--- src/rtl/dtg_pkg.sv ---
// shared types, pin codes and timing counts for the ddr2 command timing guard
package dtg_pkg;

  typedef enum logic [3:0] {
    DTG_NOP = 4'h0,
    DTG_MRS = 4'h1,
    DTG_REF = 4'h2,
    DTG_ACT = 4'h3,
    DTG_RD  = 4'h4,
    DTG_WR  = 4'h5,
    DTG_PRE = 4'h6,
    DTG_PDE = 4'h7,
    DTG_SRE = 4'h8,
    DTG_PDX = 4'h9,
    DTG_SRX = 4'ha
  } dtg_op_type;

  // gray coded along active -> power-down -> self-refresh
  typedef enum logic [1:0] {
    DTG_PW_ACTIVE = 2'h0,
    DTG_PW_DOWN   = 2'h1,
    DTG_PW_SELF   = 2'h3
  } dtg_pwr_type;

  typedef struct packed {
    dtg_op_type  op;
    logic [1:0]  ba;
    logic [12:0] addr;
  } dtg_req_type;

  typedef struct packed {
    logic        cke;
    logic        cs_n;
    logic        ras_n;
    logic        cas_n;
    logic        we_n;
    logic [1:0]  ba;
    logic [12:0] addr;
  } dtg_pins_type;

  localparam int AUTO_PRE_BIT = 10;
  localparam int EXIT_MODE_BIT = 12;
  localparam logic [1:0] MODE_REG_BANK = 2'h0;
  localparam int NUM_BANKS = 4;
  localparam int CNT_W = 8;

  // {ras_n, cas_n, we_n} with cs_n low
  localparam logic [2:0] CODE_MRS = 3'h0;
  localparam logic [2:0] CODE_REF = 3'h1;
  localparam logic [2:0] CODE_PRE = 3'h2;
  localparam logic [2:0] CODE_ACT = 3'h3;
  localparam logic [2:0] CODE_WR = 3'h4;
  localparam logic [2:0] CODE_RD = 3'h5;
  localparam logic [2:0] CODE_NOP = 3'h7;

  localparam dtg_pins_type PINS_RESET = '{cke: 1'b1, cs_n: 1'b1, ras_n: 1'b1,
                                          cas_n: 1'b1, we_n: 1'b1, ba: 2'h0, addr: 13'h0000};

  localparam real CLK_PERIOD_NS = 20.0;
  localparam real RRD_1K_NS = 7.5;
  localparam real RRD_2K_NS = 10.0;
  localparam real FAW_1K_NS = 37.5;
  localparam real FAW_2K_NS = 50.0;
  localparam real WR_NS = 15.0;
  localparam real RP_NS = 15.0;
  localparam real WTR_FAST_NS = 7.5;
  localparam real WTR_400_NS = 10.0;
  localparam real RTP_NS = 7.5;
  localparam real RFC_NS = 75.0;
  localparam real XSNR_EXTRA_NS = 10.0;

  // least times round up, never below one cycle
  function automatic int ns_to_cyc(input real ns);
    int c;
    c = int'($ceil(ns / CLK_PERIOD_NS));
    return (c < 1) ? 1 : c;
  endfunction

  localparam int MRD_CYC = 2;
  localparam int CCD_CYC = 2;
  localparam int XSRD_CYC = 200;
  localparam int XP_CYC = 2;
  localparam int XARD_CYC = 2;
  localparam int XARDS_BASE_CYC = 6;
  localparam int RRD_1K_CYC = ns_to_cyc(RRD_1K_NS);
  localparam int RRD_2K_CYC = ns_to_cyc(RRD_2K_NS);
  localparam int FAW_1K_CYC = ns_to_cyc(FAW_1K_NS);
  localparam int FAW_2K_CYC = ns_to_cyc(FAW_2K_NS);
  localparam int WR_CYC = ns_to_cyc(WR_NS);
  localparam int RP_CYC = ns_to_cyc(RP_NS);
  localparam int DAL_CYC = WR_CYC + RP_CYC;
  localparam int WTR_FAST_CYC = ns_to_cyc(WTR_FAST_NS);
  localparam int WTR_400_CYC = ns_to_cyc(WTR_400_NS);
  localparam int RTP_CYC = ns_to_cyc(RTP_NS);
  localparam int RFC_CYC = ns_to_cyc(RFC_NS);
  localparam int XSNR_CYC = ns_to_cyc(RFC_NS + XSNR_EXTRA_NS);

  function automatic logic [2:0] pin_code(input dtg_pins_type p);
    return {p.ras_n, p.cas_n, p.we_n};
  endfunction

  function automatic logic pin_is(input dtg_pins_type p, input logic [2:0] code);
    return !p.cs_n && (pin_code(p) == code);
  endfunction

  function automatic logic pin_any(input dtg_pins_type p);
    return !p.cs_n && (pin_code(p) != CODE_NOP);
  endfunction

endpackage

--- src/rtl/dtg_gap_counter.sv ---
// down-counter that blocks a command class until its gap has elapsed
module dtg_gap_counter #(
  parameter int WIDTH = 8
) (
  input  wire logic             clk_i,
  input  wire logic             sys_rst_i,
  input  wire logic             load_i,
  input  wire logic [WIDTH-1:0] value_i,
  output logic                  idle_o
);

  logic [WIDTH-1:0] count_q;

  // a load never shortens a wait already running
  always_ff @(posedge clk_i) begin
    if (sys_rst_i) begin
      count_q <= '0;
    end else if (load_i && (value_i > count_q)) begin
      count_q <= value_i;
    end else if (count_q != '0) begin
      count_q <= count_q - 1'b1;
    end
  end

  assign idle_o = (count_q == '0);

endmodule

--- src/rtl/dtg_guard.sv ---
// ddr2 command issuer that spaces commands to honour device timing
// Overview of operation
// two cycles after mode register set
// space activates by activate gap
// at most four activates per window
// column commands at least two cycles apart
// write recovery before precharge; autoprecharge delay
// read waits write-to-read gap after write
// precharge waits read-to-precharge gap
// self-refresh exit: refresh time plus 10ns
// self-refresh exit: 200 cycles before read
// power-down exit: two cycles before non-read
// fast active exit: two cycles before read
// write strobe aligned to its clock edge
// refresh cycle time is 75ns
// mode bit 12 picks fast/slow exit
// ns figures rounded up into counters
module dtg_guard #(
  parameter int WRITE_LATENCY = 2,
  parameter int BURST_LENGTH = 4,
  parameter int ADDITIVE_LATENCY = 0,
  parameter bit PAGE_2KB = 1'b0,
  parameter bit GRADE_400 = 1'b1
) (
  input  wire logic                clk_i,
  input  wire logic                sys_rst_i,
  input  wire logic                req_valid_i,
  input  wire dtg_pkg::dtg_req_type req_i,
  output logic                     ack_o,
  output dtg_pkg::dtg_pins_type    pins_o,
  output logic                     wstrobe_o,
  output logic                     fast_exit_o
);

  localparam int HB = BURST_LENGTH / 2;
  localparam int W = dtg_pkg::CNT_W;
  localparam int NB = dtg_pkg::NUM_BANKS;
  localparam int RRD = PAGE_2KB ? dtg_pkg::RRD_2K_CYC : dtg_pkg::RRD_1K_CYC;
  localparam int FAW = PAGE_2KB ? dtg_pkg::FAW_2K_CYC : dtg_pkg::FAW_1K_CYC;
  localparam int WTR = GRADE_400 ? dtg_pkg::WTR_400_CYC : dtg_pkg::WTR_FAST_CYC;
  localparam int RTP_EFF = (dtg_pkg::RTP_CYC > 2) ? dtg_pkg::RTP_CYC : 2;
  localparam int WR_TO_PRE = WRITE_LATENCY + HB + dtg_pkg::WR_CYC;
  localparam int WR_TO_RD = WRITE_LATENCY + HB + WTR;
  localparam int WRA_TO_ACT = WRITE_LATENCY + HB + dtg_pkg::DAL_CYC;
  localparam int RD_TO_PRE = ADDITIVE_LATENCY + HB - 2 + RTP_EFF;
  localparam int RDA_TO_ACT = RD_TO_PRE + dtg_pkg::RP_CYC;
  localparam int XARDS = dtg_pkg::XARDS_BASE_CYC - ADDITIVE_LATENCY;
  localparam int PIPE = WRITE_LATENCY - 1 + HB;

  if (WRITE_LATENCY < 2 || WRITE_LATENCY > 8 || (BURST_LENGTH != 4 && BURST_LENGTH != 8) ||
      ADDITIVE_LATENCY < 0 || ADDITIVE_LATENCY > 4 || WRA_TO_ACT > 255) begin : g_bad
    $error("dtg_guard: unsupported latency or burst setting");
  end

  // counters load n-1 so the next command may land n cycles later
  function automatic logic [W-1:0] gap(input int n);
    return W'(n - 1);
  endfunction

  dtg_pkg::dtg_pwr_type pwr_q;
  dtg_pkg::dtg_pins_type pins_q;
  logic ack_q;
  logic fast_exit_q;
  logic pd_active_q;
  logic [NB-1:0] open_q;
  logic [PIPE-1:0] wpipe_q;
  logic wstrobe_q;

  logic issue;
  logic allowed;
  logic auto_pre;
  dtg_pkg::dtg_op_type op;
  logic all_idle, nonrd_idle, rd_idle, rrd_idle, col_idle;
  logic [3:0] faw_idle;
  logic [3:0] faw_pick;
  logic [NB-1:0] pre_idle, act_idle;
  logic all_load, nonrd_load, rd_load;
  logic [W-1:0] all_val, nonrd_val, rd_val;

  assign op = req_i.op;
  assign auto_pre = req_i.addr[dtg_pkg::AUTO_PRE_BIT];

  always_comb begin
    faw_pick = 4'h0;
    for (int i = 3; i >= 0; i--) begin
      if (faw_idle[i]) begin
        faw_pick = 4'h0;
        faw_pick[i] = 1'b1;
      end
    end
  end

  always_comb begin
    logic active_ok;
    logic pre_ok;
    active_ok = (pwr_q == dtg_pkg::DTG_PW_ACTIVE) && all_idle;
    pre_ok = auto_pre ? (&pre_idle) : pre_idle[req_i.ba];
    case (op)
      dtg_pkg::DTG_NOP: allowed = 1'b1;
      dtg_pkg::DTG_MRS, dtg_pkg::DTG_REF, dtg_pkg::DTG_SRE:
        allowed = active_ok && nonrd_idle && (open_q == '0);
      dtg_pkg::DTG_ACT:
        allowed = active_ok && nonrd_idle && !open_q[req_i.ba] && act_idle[req_i.ba] &&
                  rrd_idle && (|faw_idle);
      dtg_pkg::DTG_RD:
        allowed = active_ok && rd_idle && col_idle && open_q[req_i.ba];
      dtg_pkg::DTG_WR:
        allowed = active_ok && nonrd_idle && col_idle && open_q[req_i.ba];
      dtg_pkg::DTG_PRE: allowed = active_ok && nonrd_idle && pre_ok;
      dtg_pkg::DTG_PDE: allowed = active_ok && nonrd_idle;
      dtg_pkg::DTG_PDX: allowed = (pwr_q == dtg_pkg::DTG_PW_DOWN);
      dtg_pkg::DTG_SRX: allowed = (pwr_q == dtg_pkg::DTG_PW_SELF);
      default: allowed = 1'b0;
    endcase
  end

  // the ack cycle still shows the old request, so it is never taken twice
  assign issue = req_valid_i && !ack_q && allowed && (op != dtg_pkg::DTG_NOP);

  always_comb begin
    all_load = issue && (op == dtg_pkg::DTG_MRS || op == dtg_pkg::DTG_REF);
    all_val = (op == dtg_pkg::DTG_MRS) ? gap(dtg_pkg::MRD_CYC) : gap(dtg_pkg::RFC_CYC);
    nonrd_load = issue && (op == dtg_pkg::DTG_SRX || op == dtg_pkg::DTG_PDX);
    nonrd_val = (op == dtg_pkg::DTG_SRX) ? gap(dtg_pkg::XSNR_CYC) : gap(dtg_pkg::XP_CYC);
    rd_load = issue && (op == dtg_pkg::DTG_SRX || op == dtg_pkg::DTG_WR ||
                        (op == dtg_pkg::DTG_PDX && pd_active_q));
    case (op)
      dtg_pkg::DTG_SRX: rd_val = gap(dtg_pkg::XSRD_CYC);
      dtg_pkg::DTG_WR: rd_val = gap(WR_TO_RD);
      default: rd_val = fast_exit_q ? gap(dtg_pkg::XARD_CYC) : gap(XARDS);
    endcase
  end

  dtg_gap_counter #(.WIDTH(W)) u_all (.clk_i(clk_i), .sys_rst_i(sys_rst_i),
    .load_i(all_load), .value_i(all_val), .idle_o(all_idle));
  dtg_gap_counter #(.WIDTH(W)) u_nonrd (.clk_i(clk_i), .sys_rst_i(sys_rst_i),
    .load_i(nonrd_load), .value_i(nonrd_val), .idle_o(nonrd_idle));
  dtg_gap_counter #(.WIDTH(W)) u_rd (.clk_i(clk_i), .sys_rst_i(sys_rst_i),
    .load_i(rd_load), .value_i(rd_val), .idle_o(rd_idle));
  dtg_gap_counter #(.WIDTH(W)) u_rrd (.clk_i(clk_i), .sys_rst_i(sys_rst_i),
    .load_i(issue && op == dtg_pkg::DTG_ACT), .value_i(gap(RRD)), .idle_o(rrd_idle));
  dtg_gap_counter #(.WIDTH(W)) u_col (.clk_i(clk_i), .sys_rst_i(sys_rst_i),
    .load_i(issue && (op == dtg_pkg::DTG_RD || op == dtg_pkg::DTG_WR)),
    .value_i(gap(dtg_pkg::CCD_CYC)), .idle_o(col_idle));

  // each slot holds one activate for the window; a fifth needs a free slot
  for (genvar s = 0; s < 4; s++) begin : g_faw
    dtg_gap_counter #(.WIDTH(W)) u_slot (.clk_i(clk_i), .sys_rst_i(sys_rst_i),
      .load_i(issue && op == dtg_pkg::DTG_ACT && faw_pick[s]),
      .value_i(gap(FAW)), .idle_o(faw_idle[s]));
  end

  for (genvar b = 0; b < NB; b++) begin : g_bank
    logic hit;
    logic pre_load, act_load;
    logic [W-1:0] pre_val, act_val;
    assign hit = (req_i.ba == 2'(b));
    assign pre_load = issue && hit && (op == dtg_pkg::DTG_RD || op == dtg_pkg::DTG_WR);
    assign pre_val = (op == dtg_pkg::DTG_WR) ? gap(WR_TO_PRE) : gap(RD_TO_PRE);
    assign act_load = issue && (hit || auto_pre) && (op == dtg_pkg::DTG_PRE ||
                      ((op == dtg_pkg::DTG_RD || op == dtg_pkg::DTG_WR) && hit && auto_pre));
    always_comb begin
      case (op)
        dtg_pkg::DTG_WR: act_val = gap(WRA_TO_ACT);
        dtg_pkg::DTG_RD: act_val = gap(RDA_TO_ACT);
        default: act_val = gap(dtg_pkg::RP_CYC);
      endcase
    end
    dtg_gap_counter #(.WIDTH(W)) u_pre (.clk_i(clk_i), .sys_rst_i(sys_rst_i),
      .load_i(pre_load), .value_i(pre_val), .idle_o(pre_idle[b]));
    dtg_gap_counter #(.WIDTH(W)) u_act (.clk_i(clk_i), .sys_rst_i(sys_rst_i),
      .load_i(act_load), .value_i(act_val), .idle_o(act_idle[b]));

    always_ff @(posedge clk_i) begin
      if (sys_rst_i) begin
        open_q[b] <= 1'b0;
      end else if (issue && op == dtg_pkg::DTG_ACT && hit) begin
        open_q[b] <= 1'b1;
      end else if (issue && (hit || auto_pre) && op == dtg_pkg::DTG_PRE) begin
        open_q[b] <= 1'b0;
      end else if (issue && hit && auto_pre &&
                   (op == dtg_pkg::DTG_RD || op == dtg_pkg::DTG_WR)) begin
        open_q[b] <= 1'b0;
      end
    end
  end

  always_ff @(posedge clk_i) begin
    if (sys_rst_i) begin
      pwr_q <= dtg_pkg::DTG_PW_ACTIVE;
      pd_active_q <= 1'b0;
    end else if (issue) begin
      case (op)
        dtg_pkg::DTG_PDE: begin
          pwr_q <= dtg_pkg::DTG_PW_DOWN;
          pd_active_q <= (open_q != '0);
        end
        dtg_pkg::DTG_SRE: pwr_q <= dtg_pkg::DTG_PW_SELF;
        dtg_pkg::DTG_PDX, dtg_pkg::DTG_SRX: pwr_q <= dtg_pkg::DTG_PW_ACTIVE;
        default: pwr_q <= pwr_q;
      endcase
    end
  end

  always_ff @(posedge clk_i) begin
    if (sys_rst_i) begin
      fast_exit_q <= 1'b0;
    end else if (issue && op == dtg_pkg::DTG_MRS && req_i.ba == dtg_pkg::MODE_REG_BANK) begin
      fast_exit_q <= !req_i.addr[dtg_pkg::EXIT_MODE_BIT];
    end
  end

  always_ff @(posedge clk_i) begin
    if (sys_rst_i) begin
      pins_q <= dtg_pkg::PINS_RESET;
      ack_q <= 1'b0;
    end else begin
      ack_q <= issue;
      pins_q.cs_n <= 1'b1;
      {pins_q.ras_n, pins_q.cas_n, pins_q.we_n} <= dtg_pkg::CODE_NOP;
      if (issue) begin
        pins_q.ba <= req_i.ba;
        pins_q.addr <= req_i.addr;
        pins_q.cs_n <= 1'b0;
        case (op)
          dtg_pkg::DTG_MRS: {pins_q.ras_n, pins_q.cas_n, pins_q.we_n} <= dtg_pkg::CODE_MRS;
          dtg_pkg::DTG_REF: {pins_q.ras_n, pins_q.cas_n, pins_q.we_n} <= dtg_pkg::CODE_REF;
          dtg_pkg::DTG_ACT: {pins_q.ras_n, pins_q.cas_n, pins_q.we_n} <= dtg_pkg::CODE_ACT;
          dtg_pkg::DTG_RD: {pins_q.ras_n, pins_q.cas_n, pins_q.we_n} <= dtg_pkg::CODE_RD;
          dtg_pkg::DTG_WR: {pins_q.ras_n, pins_q.cas_n, pins_q.we_n} <= dtg_pkg::CODE_WR;
          dtg_pkg::DTG_PRE: {pins_q.ras_n, pins_q.cas_n, pins_q.we_n} <= dtg_pkg::CODE_PRE;
          dtg_pkg::DTG_SRE: begin
            {pins_q.ras_n, pins_q.cas_n, pins_q.we_n} <= dtg_pkg::CODE_REF;
            pins_q.cke <= 1'b0;
          end
          dtg_pkg::DTG_PDE: pins_q.cke <= 1'b0;
          default: pins_q.cke <= 1'b1;
        endcase
      end
    end
  end

  // strobe enable leaves a flop on the same edge as the command pins, so no
  // skew is added here; board routing must hold the quarter-period window
  always_ff @(posedge clk_i) begin
    if (sys_rst_i) begin
      wpipe_q <= '0;
      wstrobe_q <= 1'b0;
    end else begin
      wpipe_q <= {wpipe_q[PIPE-2:0], issue && op == dtg_pkg::DTG_WR};
      wstrobe_q <= |wpipe_q[WRITE_LATENCY-1 +: HB];
    end
  end

  assign ack_o = ack_q;
  assign pins_o = pins_q;
  assign wstrobe_o = wstrobe_q;
  assign fast_exit_o = fast_exit_q;

  // helper ages for the checks below
  logic [W-1:0] act_age_q, srx_age_q;
  always_ff @(posedge clk_i) begin
    if (sys_rst_i) begin
      act_age_q <= '1;
      srx_age_q <= '1;
    end else begin
      act_age_q <= dtg_pkg::pin_is(pins_q, dtg_pkg::CODE_ACT) ? W'(1) :
                   ((act_age_q == '1) ? act_age_q : act_age_q + 1'b1);
      srx_age_q <= (issue && op == dtg_pkg::DTG_SRX) ? '0 :
                   ((srx_age_q == '1) ? srx_age_q : srx_age_q + 1'b1);
    end
  end

  localparam int WL_I = WRITE_LATENCY;
  localparam int XSNR_I = dtg_pkg::XSNR_CYC;
  localparam int XSRD_I = dtg_pkg::XSRD_CYC;
  logic p_rd, p_nonrd;
  assign p_rd = dtg_pkg::pin_is(pins_q, dtg_pkg::CODE_RD);
  assign p_nonrd = dtg_pkg::pin_any(pins_q) && !p_rd;
endmodule

--- config.mk ---
export PLATFORM = sky130hd
export DESIGN_NAME = dtg_guard
export DESIGN_NICKNAME = d
export VERILOG_FILES = /design/src/rtl/dtg_pkg.sv /design/src/rtl/dtg_gap_counter.sv /design/src/rtl/dtg_guard.sv
export SDC_FILE = /design/constraint.sdc
export NUM_CORES = 1
export LEC_CHECK = 0
export BUFFER_PORTS_ARGS = -buffer_cell sky130_fd_sc_hd__buf_2
export CELL_PAD_IN_SITES_DETAIL_PLACEMENT = 1
export CELL_PAD_IN_SITES_GLOBAL_PLACEMENT = 1
export CORE_MARGIN = 3
export CORE_UTILIZATION = 51
export DETAILED_ROUTE_END_ITERATION = 12
export GPL_TIMING_DRIVEN = 0
export PLACE_DENSITY_LB_ADDON = 0.1
export SLEW_MARGIN = 20
export SYNTH_ARGS = -nofsm -noshare
export SYNTH_HDL_FRONTEND = slang
export SYNTH_SLANG_ARGS = --single-unit
--- constraint.sdc ---
create_clock -name clk_i -period 8.28 [get_ports clk_i]
set_input_delay 0.414 -clock clk_i [delete_from_list [all_inputs] [get_ports clk_i]]
set_output_delay 0.414 -clock clk_i [all_outputs]
set_load 0.005 [all_outputs]
**Yosys cells after proc, flatten, opt, wreduce, memory -nomap -nowiden**

Index checks and enable logic that the tools add are counted.

- Output and inout port bits: 23
- Bits in registers: 169
- Bits of input ports: 22

- Muxes and demuxes: 66
- Equality and inequality tests: 15
- Reductions and logical operators: 181
- Order comparisons: 18
- $add $sub $neg: 17
- Bitwise logic cells: 2

Operators by type and width:

| kind | count |
|---|---|
| two-way mux 8 bit | 22 |
| zero test 8 bit | 17 |
| nonzero test 8 bit | 17 |
| subtractor 8 x 1 -> 8 bit, second input constant | 17 |
| logical AND 1 bit | 86 |
| > comparator 3 x 8 -> 1 bit | 9 |
| > comparator 1 x 8 -> 1 bit, first input constant | 6 |
| nonzero test 2 bit | 16 |
| two-way mux 1 bit | 26 |
| OR reduction 2 bit | 11 |
| two-way mux 19 bit | 1 |
| one-hot mux 3 bit (6 select lines) | 1 |
| == test 4 x 3 -> 1 bit, second input constant | 4 |
| two-way mux 4 bit | 4 |
| one-hot mux 8 bit (2 select lines) | 1 |
| nonzero test 3 bit | 5 |
| logical OR 1 bit | 13 |
| == test 4 bit, second input constant | 3 |
| two-way mux 3 bit | 3 |
| one-hot mux 1 bit (9 select lines) | 1 |
| == test 4 x 2 -> 1 bit, second input constant | 2 |
| > comparator 2 x 8 -> 1 bit | 1 |
| > comparator 8 bit | 1 |
| zero test 4 bit | 2 |
| other kinds (18) | 30 |

**Depth between registers and ports, before layout**

Gate-level depths: netlist of run 1.

- Depth in word-level cells: 16
- Gate-level depth with buffers: 13
- Depth with buffers taken out: 12

**Hierarchy**

Synthesis of run 1 repeated with hierarchy kept, for this count alone.

- Cell total of the unflattened synthesis: 1770
- Area, all modules: 14392.6 sq um

By module, submodules not included:

| module | area an instance (sq um) | times used | cells each |
|---|---|---|---|
| dtg_gap_counter | 737.0 | 17 | 90 |
| dtg_guard | 1864.3 | 1 | 240 |

**Worst setup path before layout of run 1**

No wires, ideal clock.

- Path type: input port to flip-flop
- Start point: in req_i[16] (netlist name)
- End point: reg g_bank[0].u_pre.count_q[1]
- Required time: 8.149 ns
- Data arrival time: 2.670 ns
- Slack: 5.479 ns
- Cell stages on the path: 9
- Cells stage by stage: nand2b_1 > nand2b_1 > clkbuf_1 > inv_2 > ha_1 > a31o_2 > or4_1 > o31ai_2 > nor2_1

- Word-level cells in the longest chain between the ends: 9
- Elaborated cells between the ends (all ways): 24

Ends and longest elaborated chain:

| what | RTL line | source |
|---|---|---|
| start, declared | dtg_guard.sv:28 | `input wire dtg_pkg::dtg_req_type req_i,` |
| parallel branches: the longest is 7 deep, another holds > comparator 3 x 8 -> 1 bit | - |  |
| logical AND 1 bit * | dtg_gap_counter.sv:18 | `end else if (load_i && (value_i > count_q)) begin` |
| two-way mux 8 bit / nonzero test 2 bit (equally long branches) | - |  |
| end signal, assigned | dtg_gap_counter.sv:19 | `count_q <= value_i;` |
| end signal, assigned | dtg_gap_counter.sv:21 | `count_q <= count_q - 1'b1;` |
| end, declared | dtg_gap_counter.sv:12 | `logic [WIDTH-1:0] count_q;` |

Every way passes the cells marked *.
A chain may end at the register's enable or synchronous reset.

**Worst setup path in the final report of run 1**

- Start point: in req_i[16] (netlist name)
- End point: reg pins_q, in the netlist pins_o[6]

- Word-level cells in the longest chain between the ends: 5
- Elaborated cells between the ends (all ways): 16

Ends and longest elaborated chain:

| what | RTL line | source |
|---|---|---|
| == test 4 x 2 -> 1 bit, or another cell as far along | dtg_guard.sv:98 | `case (op)` |
| OR reduction 3 bit | dtg_guard.sv:98 |  |
| one-hot mux 1 bit (9 select lines) | dtg_guard.sv:98 |  |
| logical AND 1 bit | dtg_guard.sv:118 | `assign issue = req_valid_i && !ack_q && allowed && (op != dtg_pkg::DTG_NOP);` |
| logical AND 1 bit * | dtg_guard.sv:118 |  |
| end signal, assigned | dtg_guard.sv:215 | `pins_q <= dtg_pkg::PINS_RESET;` |
| end, declared | dtg_guard.sv:61 | `dtg_pkg::dtg_pins_type pins_q;` |

Mark *: on every way between the ends. The rest lies on a longest branch, timed or not.

==> results.sh, run 1 <==
export IMPL_outcome="completed"
export IMPL_synth_cell_types=67
export IMPL_finalHoldWorstSlack_ns=0.200
export IMPL_rsz0062_at_grt="false"
export IMPL_die_h_um=139
export IMPL_setup_slack_ns=4.54
export IMPL_antenna_found_initial=0
export IMPL_cts_hold_buf=0
export IMPL_start_util_pct=53.1
export IMPL_drv_cap=0
export IMPL_ys_warn_count=0
export IMPL_drive_gt1_share_pct=10.4
export IMPL_dp_cells=1328
export IMPL_worstHoldStart="req_i[4]"
export IMPL_r2r_end="g_bank[2].u_pre.count_q[5]"
export IMPL_die_area_mm2=0.0192
export IMPL_port_buffers=42
export IMPL_vias=7918
export IMPL_cts_path_max_buffers=2
export IMPL_io_pins=45
export IMPL_nNetsFinal=1211
export IMPL_finalClockSkew_ns=0.00944
export IMPL_area_growth_pct=12.3
export IMPL_grt_start_max_net_pins=17
export IMPL_layout_commonest_cell="dfxtp_1"
export IMPL_drc=0
export IMPL_holdPathStages=3
export IMPL_synth_seq_cells=169
export IMPL_cts_resized_gates=0
export IMPL_critPathCaptureType="flip-flop"
export IMPL_yosysSeqAreaShare_pct=37.7
export IMPL_grt_pass1_vias=8371
export IMPL_stdcell_count=1360
export IMPL_power_density_mw_per_mm2=403
export IMPL_grt_pass1_wl_um=42100
export IMPL_fin_crit_sh_pct=45.2
export IMPL_ir_worst_vdd_mv=0.207
export IMPL_cp_max_fo=16
export IMPL_ant_nets=0
export IMPL_antenna_cells=0
export IMPL_grt_overflow=0
export IMPL_synth_cells=1065
export IMPL_multi_input_area_mm2=0.00524
export IMPL_synthArstFlopShare_pct=0
export IMPL_hpwl_um=18100
export IMPL_finalSetupTns_ns=0
export IMPL_cts_max_level=4
export IMPL_pre_cts_ws_ns=4.17
export IMPL_worst_pin_slew_ns=0.893
export IMPL_gr_usage_all_layers_pct=26.6
export IMPL_stdcell_area_mm2=0.0101
export IMPL_drt_initial_drc_count=406
export IMPL_routed_wl_um=25200
export IMPL_vias_per_cell=5.82
export IMPL_final_hold_viol_count=0
export IMPL_hp_class="input port to flip-flop"
export IMPL_synthesis_area_mm2=0.00897
export IMPL_fillers=2049
export IMPL_reg2reg_depth=9
export IMPL_cts_setup_buffers=0
export IMPL_wire_per_inst_um=18.5
export IMPL_place_area_mm2=0.00947
export IMPL_worstPathArrival_ns=4.11
export IMPL_core_mm2=0.0169
export IMPL_whs_endpoint="pins_o[4]"
export IMPL_slew_violations=0
export IMPL_p_total_mw=4.06
export IMPL_cts_tree="yes"
export IMPL_rrSetupSlack_ns=4.86
export IMPL_rows=47
export IMPL_startpoint_type="input port"
export IMPL_path_clk_slew_ns=0.07
export IMPL_gp_congestion=0.873
export IMPL_worstSetupPathType="input port to flip-flop"
export IMPL_relSlewSlack_pct=40.5
export IMPL_fmax_mhz=267
export IMPL_clk_latency_ns=0.44
export IMPL_setup_viol=0
export IMPL_firstDrtPassIters=4
export IMPL_crit_required_ns=8.65
export IMPL_post_route_min_period_ns=3.74
export IMPL_final_cell_mix="169 x dfxtp_1, 146 x nor2_1, 96 x nand2_1"
export IMPL_die_x_um=139
export IMPL_cts_buffers=17
export IMPL_synth_avg_cell_area_um2=8.42
export IMPL_final_util_pct=59.7
export IMPL_syn_num_nets=1149
export IMPL_cts_root_buf="clkbuf_16"
export IMPL_r2r_start="g_bank[2].u_pre.count_q[3]"
export IMPL_cts_sinks=169
export IMPL_leakage_nw=4.08
export IMPL_seq_area_mm2=0.00338
export IMPL_synth_edff_count=0
export IMPL_synth_ff_type="dfxtp_1"
==> layout make-up <==
cell class	count	share of cell area, %
Clock buffer	18	4.36
Timing Repair Buffer	43	2.16
Multi-Input combinational cell	806	52.0
Sequential cell	169	33.6
Clock inverter	14	1.62
Buffer	31	1.30
Tap cell	220	2.73
Inverter	59	2.20
==> worst max-delay path, cell delays in order <==
cell,delay (ns)
buf_2,0.12
nand2b_1,0.30
nand2b_1,0.15
clkbuf_1,0.64
inv_2,0.39
mux2i_1,0.21
a31oi_1,0.17
nand2_1,0.21
o21ai_2,0.54
buf_6,0.27
clkbuf_1,0.39
nand2_1,0.12
a21oi_1,0.16
==> state kept, by name, summed over array words and instances (netlist names), 2 cells and up <==
name                  flops
u_col.count_q             8
u_nonrd.count_q           8
u_rd.count_q              8
pwr_q                     2
g_faw.u_slot.count_q     32
g_bank.u_pre.count_q     32
wpipe_q                   3
open_q                    4
u_rrd.count_q             8
u_all.count_q             8
g_bank.u_act.count_q     32
pins_o                   20
==> worst max-delay path by stage <==
stage,startpoint,end
floorplan,req_i[16],g_bank[0].u_pre.count_q[1]
CTS,req_i[16],pins_o[6]
global route,req_i[16],pins_o[6]
global placement,req_i[15],u_nonrd.count_q[6]
detailed placement,req_i[16],pins_o[6]
finish,req_i[16],pins_o[6]
==> per-layer routing <==
metal  vias to the layer above  wire [um]  track usage (%)
met4                         0        750             10.5
met1                      3907      11100             32.3
met5                         -          0                0
met2                       106      12600             47.2
li1                       3857          -                -
met3                        48        772             4.21
==> cell families (layout without fill, tap and decap cells) <==
| logic type | count (synthesis) | count (layout) | share of synthesized area [%] |
|---|---|---|---|
| AOI/OAI and AO/OA | 163 | 163 | 12.0 |
| buffers and inverters | 90 | 165 | 3.93 |
| DFF | 169 | 169 | 37.7 |
| and+or+nand+nor | 455 | 455 | 24.7 |
| muxes | 26 | 26 | 3.29 |
| adders and majority gates | 62 | 62 | 8.65 |
| xor gates and xnor gates | 100 | 100 | 9.77 |
==> Yosys cell counts (3+ instances only) <==
library cell	count	area (um^2)
nand3_1	33	165
o21ai_1	3	15.0
dfxtp_1	169	3380
nand4_1	12	75.1
nor2_1	146	548
nor4b_1	5	43.8
o31ai_1	12	90.1
a31oi_1	11	68.8
and2_1	8	50.1
mux2_2	18	203
a211oi_1	12	90.1
a21oi_1	49	245
xor2_1	31	272
and3_1	14	87.6
nand2b_1	14	87.6
a31o_2	3	26.3
a22oi_1	6	45.0
nor2b_1	9	56.3
nand3b_1	3	22.5
nand2_1	96	360
mux2i_1	7	70.1
a311oi_1	3	26.3
ha_1	62	776
o32ai_1	4	35.0
o2111ai_1	4	35.0
buf_2	3	15.0
nor3b_1	7	52.6
or3_1	5	31.3
clkbuf_1	24	90.1
or4_1	5	37.5
a21boi_0	5	37.5
a221oi_1	3	26.3
xnor2_1	69	604
o21ai_0	21	105
nor4_1	30	188
nor3_1	55	275
a21o_1	3	22.5
or2_2	4	25.0
o22ai_1	4	25.0
inv_1	58	218
o211ai_1	4	30.0
==> power breakdown <==
group	internal (mW)	total (mW)	switching (mW)	leakage [nW]
registers	1.09	1.36	0.267	1.39
logic	0.840	1.89	1.05	2.40
clock network	0.460	0.821	0.361	0.287
No activity file was read; power rests on OpenSTA's default activity.
==> run 2, diff against run 1 <==
CORE_UTILIZATION = 47   (was 51)
clock period = 3.55 ns   (was 8.28 ns; I/O delays follow)
==> run 2 against run 1 <==
Compared with the run above:
- clock skew rose by 0.0054 ns
- die area up 8.1%
- core utilization is 4.3 points lower
- global-route usage shrank 0.98 points
- routed wire length grew 2.3%
- clock power increased by 120%
- sequential share of layout area down 0.25 points
- combinational power increased by 130%
==> results.sh, run 2 (synthesis gave the netlist of run 1 again) <==
export IMPL_finalSetupTns_ns=0
export IMPL_startpoint_type="input port"
export IMPL_vias=7902
export IMPL_path_clk_slew_ns=0.07
export IMPL_die_h_um=144
export IMPL_cts_root_buf="clkbuf_16"
export IMPL_grt_pass1_wl_um=42100
export IMPL_crit_required_ns=3.83
export IMPL_stdcell_count=1374
export IMPL_leakage_nw=4.11
export IMPL_wire_per_inst_um=18.8
export IMPL_power_density_mw_per_mm2=927
export IMPL_rrSetupSlack_ns=0.22
export IMPL_area_growth_pct=13.1
export IMPL_cts_path_max_buffers=2
export IMPL_vias_per_cell=5.75
export IMPL_ir_worst_vdd_mv=0.523
export IMPL_nNetsFinal=1219
export IMPL_hp_class="input port to flip-flop"
export IMPL_fillers=2215
export IMPL_rows=49
export IMPL_grt_pass1_vias=8266
export IMPL_fin_crit_sh_pct=93.9
export IMPL_slew_violations=0
export IMPL_hpwl_um=18200
export IMPL_core_mm2=0.0183
export IMPL_dp_cells=1336
export IMPL_worstPathArrival_ns=3.62
export IMPL_start_util_pct=48.9
export IMPL_drt_initial_drc_count=357
export IMPL_p_total_mw=9.41
export IMPL_relSlewSlack_pct=32.8
export IMPL_final_util_pct=55.3
export IMPL_cts_setup_buffers=0
export IMPL_reg_top3="g_bank.u_act.count_q (32), g_bank.u_pre.count_q (32), g_faw.u_slot.count_q (32)"
export IMPL_grt_overflow=0
export IMPL_post_route_min_period_ns=3.33
export IMPL_critPathCaptureType="flip-flop"
export IMPL_drive_gt1_share_pct=9.96
export IMPL_grt_start_max_net_pins=17
export IMPL_finalHoldWorstSlack_ns=0.0104
export IMPL_worstSetupPathType="input port to flip-flop"
export IMPL_clk_latency_ns=0.44
export IMPL_finalClockSkew_ns=0.0148
export IMPL_routed_wl_um=25800
export IMPL_antenna_cells=0
export IMPL_cts_tree="yes"
export IMPL_gr_usage_all_layers_pct=25.6
export IMPL_drv_cap=0
export IMPL_drc=0
export IMPL_worst_pin_slew_ns=0.994
export IMPL_cp_max_fo=6
export IMPL_gp_congestion=0.850
export IMPL_rsz0062_at_grt="false"
export IMPL_ant_nets=0
export IMPL_layout_commonest_cell="dfxtp_1"
export IMPL_antenna_found_initial=0
export IMPL_port_buffers=42
export IMPL_die_area_mm2=0.0208
export IMPL_firstDrtPassIters=5
export IMPL_final_cell_mix="169 x dfxtp_1, 146 x nor2_1, 96 x nand2_1"
export IMPL_final_hold_viol_count=0
export IMPL_cts_max_level=4
export IMPL_io_pins=45
export IMPL_fmax_mhz=300
export IMPL_outcome="completed"
export IMPL_cts_sinks=169
export IMPL_die_x_um=144
export IMPL_setup_viol=0
export IMPL_cts_buffers=17
[run 2: changes by cell type in the layout (fill, tap and decap cells not counted), sizes merged]
cell,change
buf,-1
clkbuf,+1
clkinvlp,-1
dlygate4sd3,+11
inv,-5
[run 2: power breakdown]
part / internal (mW) / switching [mW] / total [mW] / leakage [nW]
combinational: 1.96 / 2.44 / 4.40 / 2.44
sequential: 2.54 / 0.631 / 3.17 / 1.39
clock: 1.06 / 0.769 / 1.83 / 0.271
[run 2: final timing paths]
check                             startpoint            endpoint  cells past startpoint
setup / recovery                   req_i[15]  u_nonrd.count_q[4]                      9
hold / removal                     req_i[12]          pins_o[12]                      3
setup reg to reg  g_bank[3].u_act.count_q[4]  u_nonrd.count_q[4]                      8
hold reg to reg                   wpipe_q[0]          wpipe_q[1]                      1
[run 2: stage by stage]
step	instance area, um^2	setup WS [ns]
2_1_floorplan	8970	0.892
3_3_place_gp	9470	-0.560
3_5_place_dp	9470	-0.342
4_1_cts	10100	0.0644
5_1_grt	10100	0.000894
6_report	10100	0.217
[run 2: timing repair]
item,in CTS,in global routing
endpoints found under the hold margin,11,0
endpoints found under the setup margin,0,47
resized for setup,0,2
hold buffers,11,0
[run 2: area by class of cell]
class	instances	area (um^2)	share of cell area, %
tap	229	287	2.82
buffer	29	124	1.22
clock buffer	21	460	4.54
inverter	59	221	2.18
sequential	169	3380	33.3
timing repair buffer	53	320	3.16
multi-input combinational	806	5250	51.8
clock inverter	8	98.8	0.974
[run 2: critical path, stage by stage]
cell and delay (ns):
buf_2 0.13, nor4bb_2 0.88, nand4_1 0.46, nor4_1 0.41
nand4_1 0.21, nand2_1 0.25, o21ai_2 0.23, nor3_1 0.72
nor3_1 0.13
[run 2: metal layers]
metal / wire (um) / vias up / GRT usage (%)
met4: 635 / 0 / 9.03
met3: 981 / 41 / 4.17
met1: 11600 / 3841 / 31.8
met2: 12600 / 142 / 45.0
met5: 0 / - / 0
li1: - / 3878 / -
==> run 3, diff against run 2 <==
CELL_PAD_IN_SITES_DETAIL_PLACEMENT = unset   (was 1)
CELL_PAD_IN_SITES_GLOBAL_PLACEMENT = unset   (was 1)
CORE_UTILIZATION = 55   (was 47)
PLACE_DENSITY_LB_ADDON = 0.2   (was 0.1)
==> run 3 against run 2 <==
Compared with the run above:
- power rose by 0.66%
- clock skew fell by 0.0027 ns
- global-route usage fell by 0.60 points
- flip-flop and latch count did not move
- combinational power fell by 4%
- highest routed layer unchanged
- clock power rose by 14%
- sequential share of layout area fell by 0.27 points
- die area fell by 14%
- core utilization rose by 8.8 points
==> results.sh, run 3 (synthesis gave the netlist of run 1 again) <==
export IMPL_outcome="completed"
export IMPL_power_switching_mw=3.64
export IMPL_cts_buffers=17
export IMPL_port_buffers=42
export IMPL_worstPathArrival_ns=3.62
export IMPL_final_util_pct=64.2
export IMPL_die_h_um=134
export IMPL_seq_area_mm2=0.00338
export IMPL_fin_crit_sh_pct=93.9
export IMPL_gr_usage_all_layers_pct=25.0
export IMPL_cts_setup_buffers=0
export IMPL_r2r_start="g_bank[2].u_pre.count_q[3]"
export IMPL_grt_pass1_vias=7382
export IMPL_power_density_mw_per_mm2=926
export IMPL_combinationalPowerShare_pct=44.8
export IMPL_relSlewSlack_pct=37.7
export IMPL_nNetsFinal=1220
export IMPL_stdcell_area_mm2=0.0102
export IMPL_leakage_nw=4.15
export IMPL_grt_overflow=0
export IMPL_p_sw_share_pct=38.4
export IMPL_cts_root_buf="clkbuf_16"
export IMPL_firstDrtPassIters=5
export IMPL_finalHoldWorstSlack_ns=0.0279
export IMPL_wire_per_inst_um=15.8
export IMPL_pre_cts_ws_ns=-0.187
export IMPL_path_clk_slew_ns=0.06
export IMPL_final_cell_mix="169 x dfxtp_1, 146 x nor2_1, 96 x nand2_1"
export IMPL_crit_required_ns=3.83
export IMPL_p_seq_share_pct=33.1
export IMPL_critPathCaptureType="flip-flop"
export IMPL_startpoint_type="flip-flop"
export IMPL_fillers=1404
export IMPL_cp_max_fo=6
export IMPL_vias_per_cell=5.62
export IMPL_setup_viol=0
export IMPL_start_util_pct=56.3
export IMPL_die_area_mm2=0.0179
export IMPL_finalClockSkew_ns=0.0121
export IMPL_slew_violations=0
export IMPL_ant_nets=0
export IMPL_core_mm2=0.0159
export IMPL_drc=0
export IMPL_vias=7667
export IMPL_gp_congestion=0.901
export IMPL_worstHoldStart="req_i[3]"
export IMPL_cts_path_max_buffers=2
export IMPL_cts_tree="yes"
export IMPL_cts_sinks=169
export IMPL_place_area_mm2=0.00946
export IMPL_area_growth_pct=14.1
export IMPL_rows=46
export IMPL_die_x_um=134
export IMPL_grt_pass1_wl_um=36000
export IMPL_worstSetupPathType="flip-flop to flip-flop"
export IMPL_fmax_mhz=300
export IMPL_drive_gt1_share_pct=10.0
export IMPL_final_hold_viol_count=0
export IMPL_reg_top3="g_bank.u_act.count_q (32), g_bank.u_pre.count_q (32), g_faw.u_slot.count_q (32)"
export IMPL_io_pins=45
export IMPL_rsz0062_at_grt="true"
export IMPL_drt_initial_drc_count=512
export IMPL_cp_startpoint="g_bank[2].u_pre.count_q[3]"
export IMPL_hpwl_um=15300
export IMPL_ir_worst_vdd_mv=0.569
export IMPL_p_int_mw=5.83
export IMPL_drv_cap=0
export IMPL_clkPwrFrac_pct=22.1
export IMPL_multi_input_area_mm2=0.00524
export IMPL_layout_commonest_cell="dfxtp_1"
export IMPL_antenna_found_initial=0
export IMPL_grt_start_max_net_pins=17
export IMPL_worst_pin_slew_ns=0.935
export IMPL_setup_slack_ns=0.215
export IMPL_post_route_min_period_ns=3.33
export IMPL_clk_latency_ns=0.44
export IMPL_cts_max_level=4
export IMPL_cts_resized_gates=0
export IMPL_routed_wl_um=21600
export IMPL_hp_class="input port to flip-flop"
[run 3: changes by cell type in the layout (fill, tap and decap cells not counted)]
cell,previous run,this run
nor4_2,2,0
clkinv_4,1,2
diode_2,0,1
nor4_1,28,30
clkinv_2,3,2
clkbuf_8,2,1
bufinv_16,2,6
[run 3: critical path: stages (launching register included)]
cell,delay [ns]
dfxtp_1,0.36
nor4_1,0.53
and3_1,0.24
clkbuf_1,0.28
a21boi_0,0.17
nor3_2,0.26
o21a_2,0.25
o21ai_2,0.19
o31ai_1,0.78
a211oi_1,0.11
[run 3: repair_timing]
action	CTS	global route
hold buffers	11	0
endpoints found under the setup margin	0	18
endpoints found under the hold margin	11	0
[run 3: final cells by class]
| class | count | share of cell area [%] |
|---|---|---|
| flip-flops and latches | 169 | 33.1 |
| clock buffers | 19 | 4.33 |
| well taps | 216 | 2.64 |
| multi-input cells | 806 | 51.2 |
| inverters | 59 | 2.16 |
| plain buffers | 30 | 1.25 |
| diodes | 1 | 0.0245 |
| repair buffers | 53 | 3.13 |
| clock inverters | 12 | 2.18 |
[run 3: power by group through the flow]
| stage | clock, mW | sequential (mW) | combinational, mW |
|---|---|---|---|
| floorplan | 0 | 3.03 | 3.51 |
| finish | 2.09 | 3.14 | 4.24 |
| global route | 2.20 | 3.22 | 4.84 |
| global placement | 0 | 3.15 | 4.07 |
| CTS | 2.12 | 3.13 | 4.25 |
| detailed placement | 0 | 3.16 | 4.17 |
[run 3: final timing paths]
path	endpoint	slack [ns]	cells after the start
worst max-delay path	g_bank[2].u_pre.count_q[1]	0.22	9
worst min register to register	wstrobe_o	0.45	2
worst max register to register	g_bank[2].u_pre.count_q[1]	0.22	9
worst min-delay path	pins_o[3]	0.03	3
[run 3: metal layers]
metal	wire length, um	part of all wire, %	up-vias	track usage (%)
met5	0	0	-	0
met4	446	2.1	0	7.83
met3	1070	5.0	30	5.29
met2	10300	48	157	41.7
met1	9730	45	3598	32.6
li1	-	-	3882	-
[run 3: through the flow]
stage               power, mW  instances  TNS [ns]
CTS                      9.50       1365         0
global placement         7.22       1323    -19.50
detailed placement       7.32       1323     -2.73
global route             10.3       1364    -0.546
floorplan                6.54       1065         0
finish                   9.47       1365         0
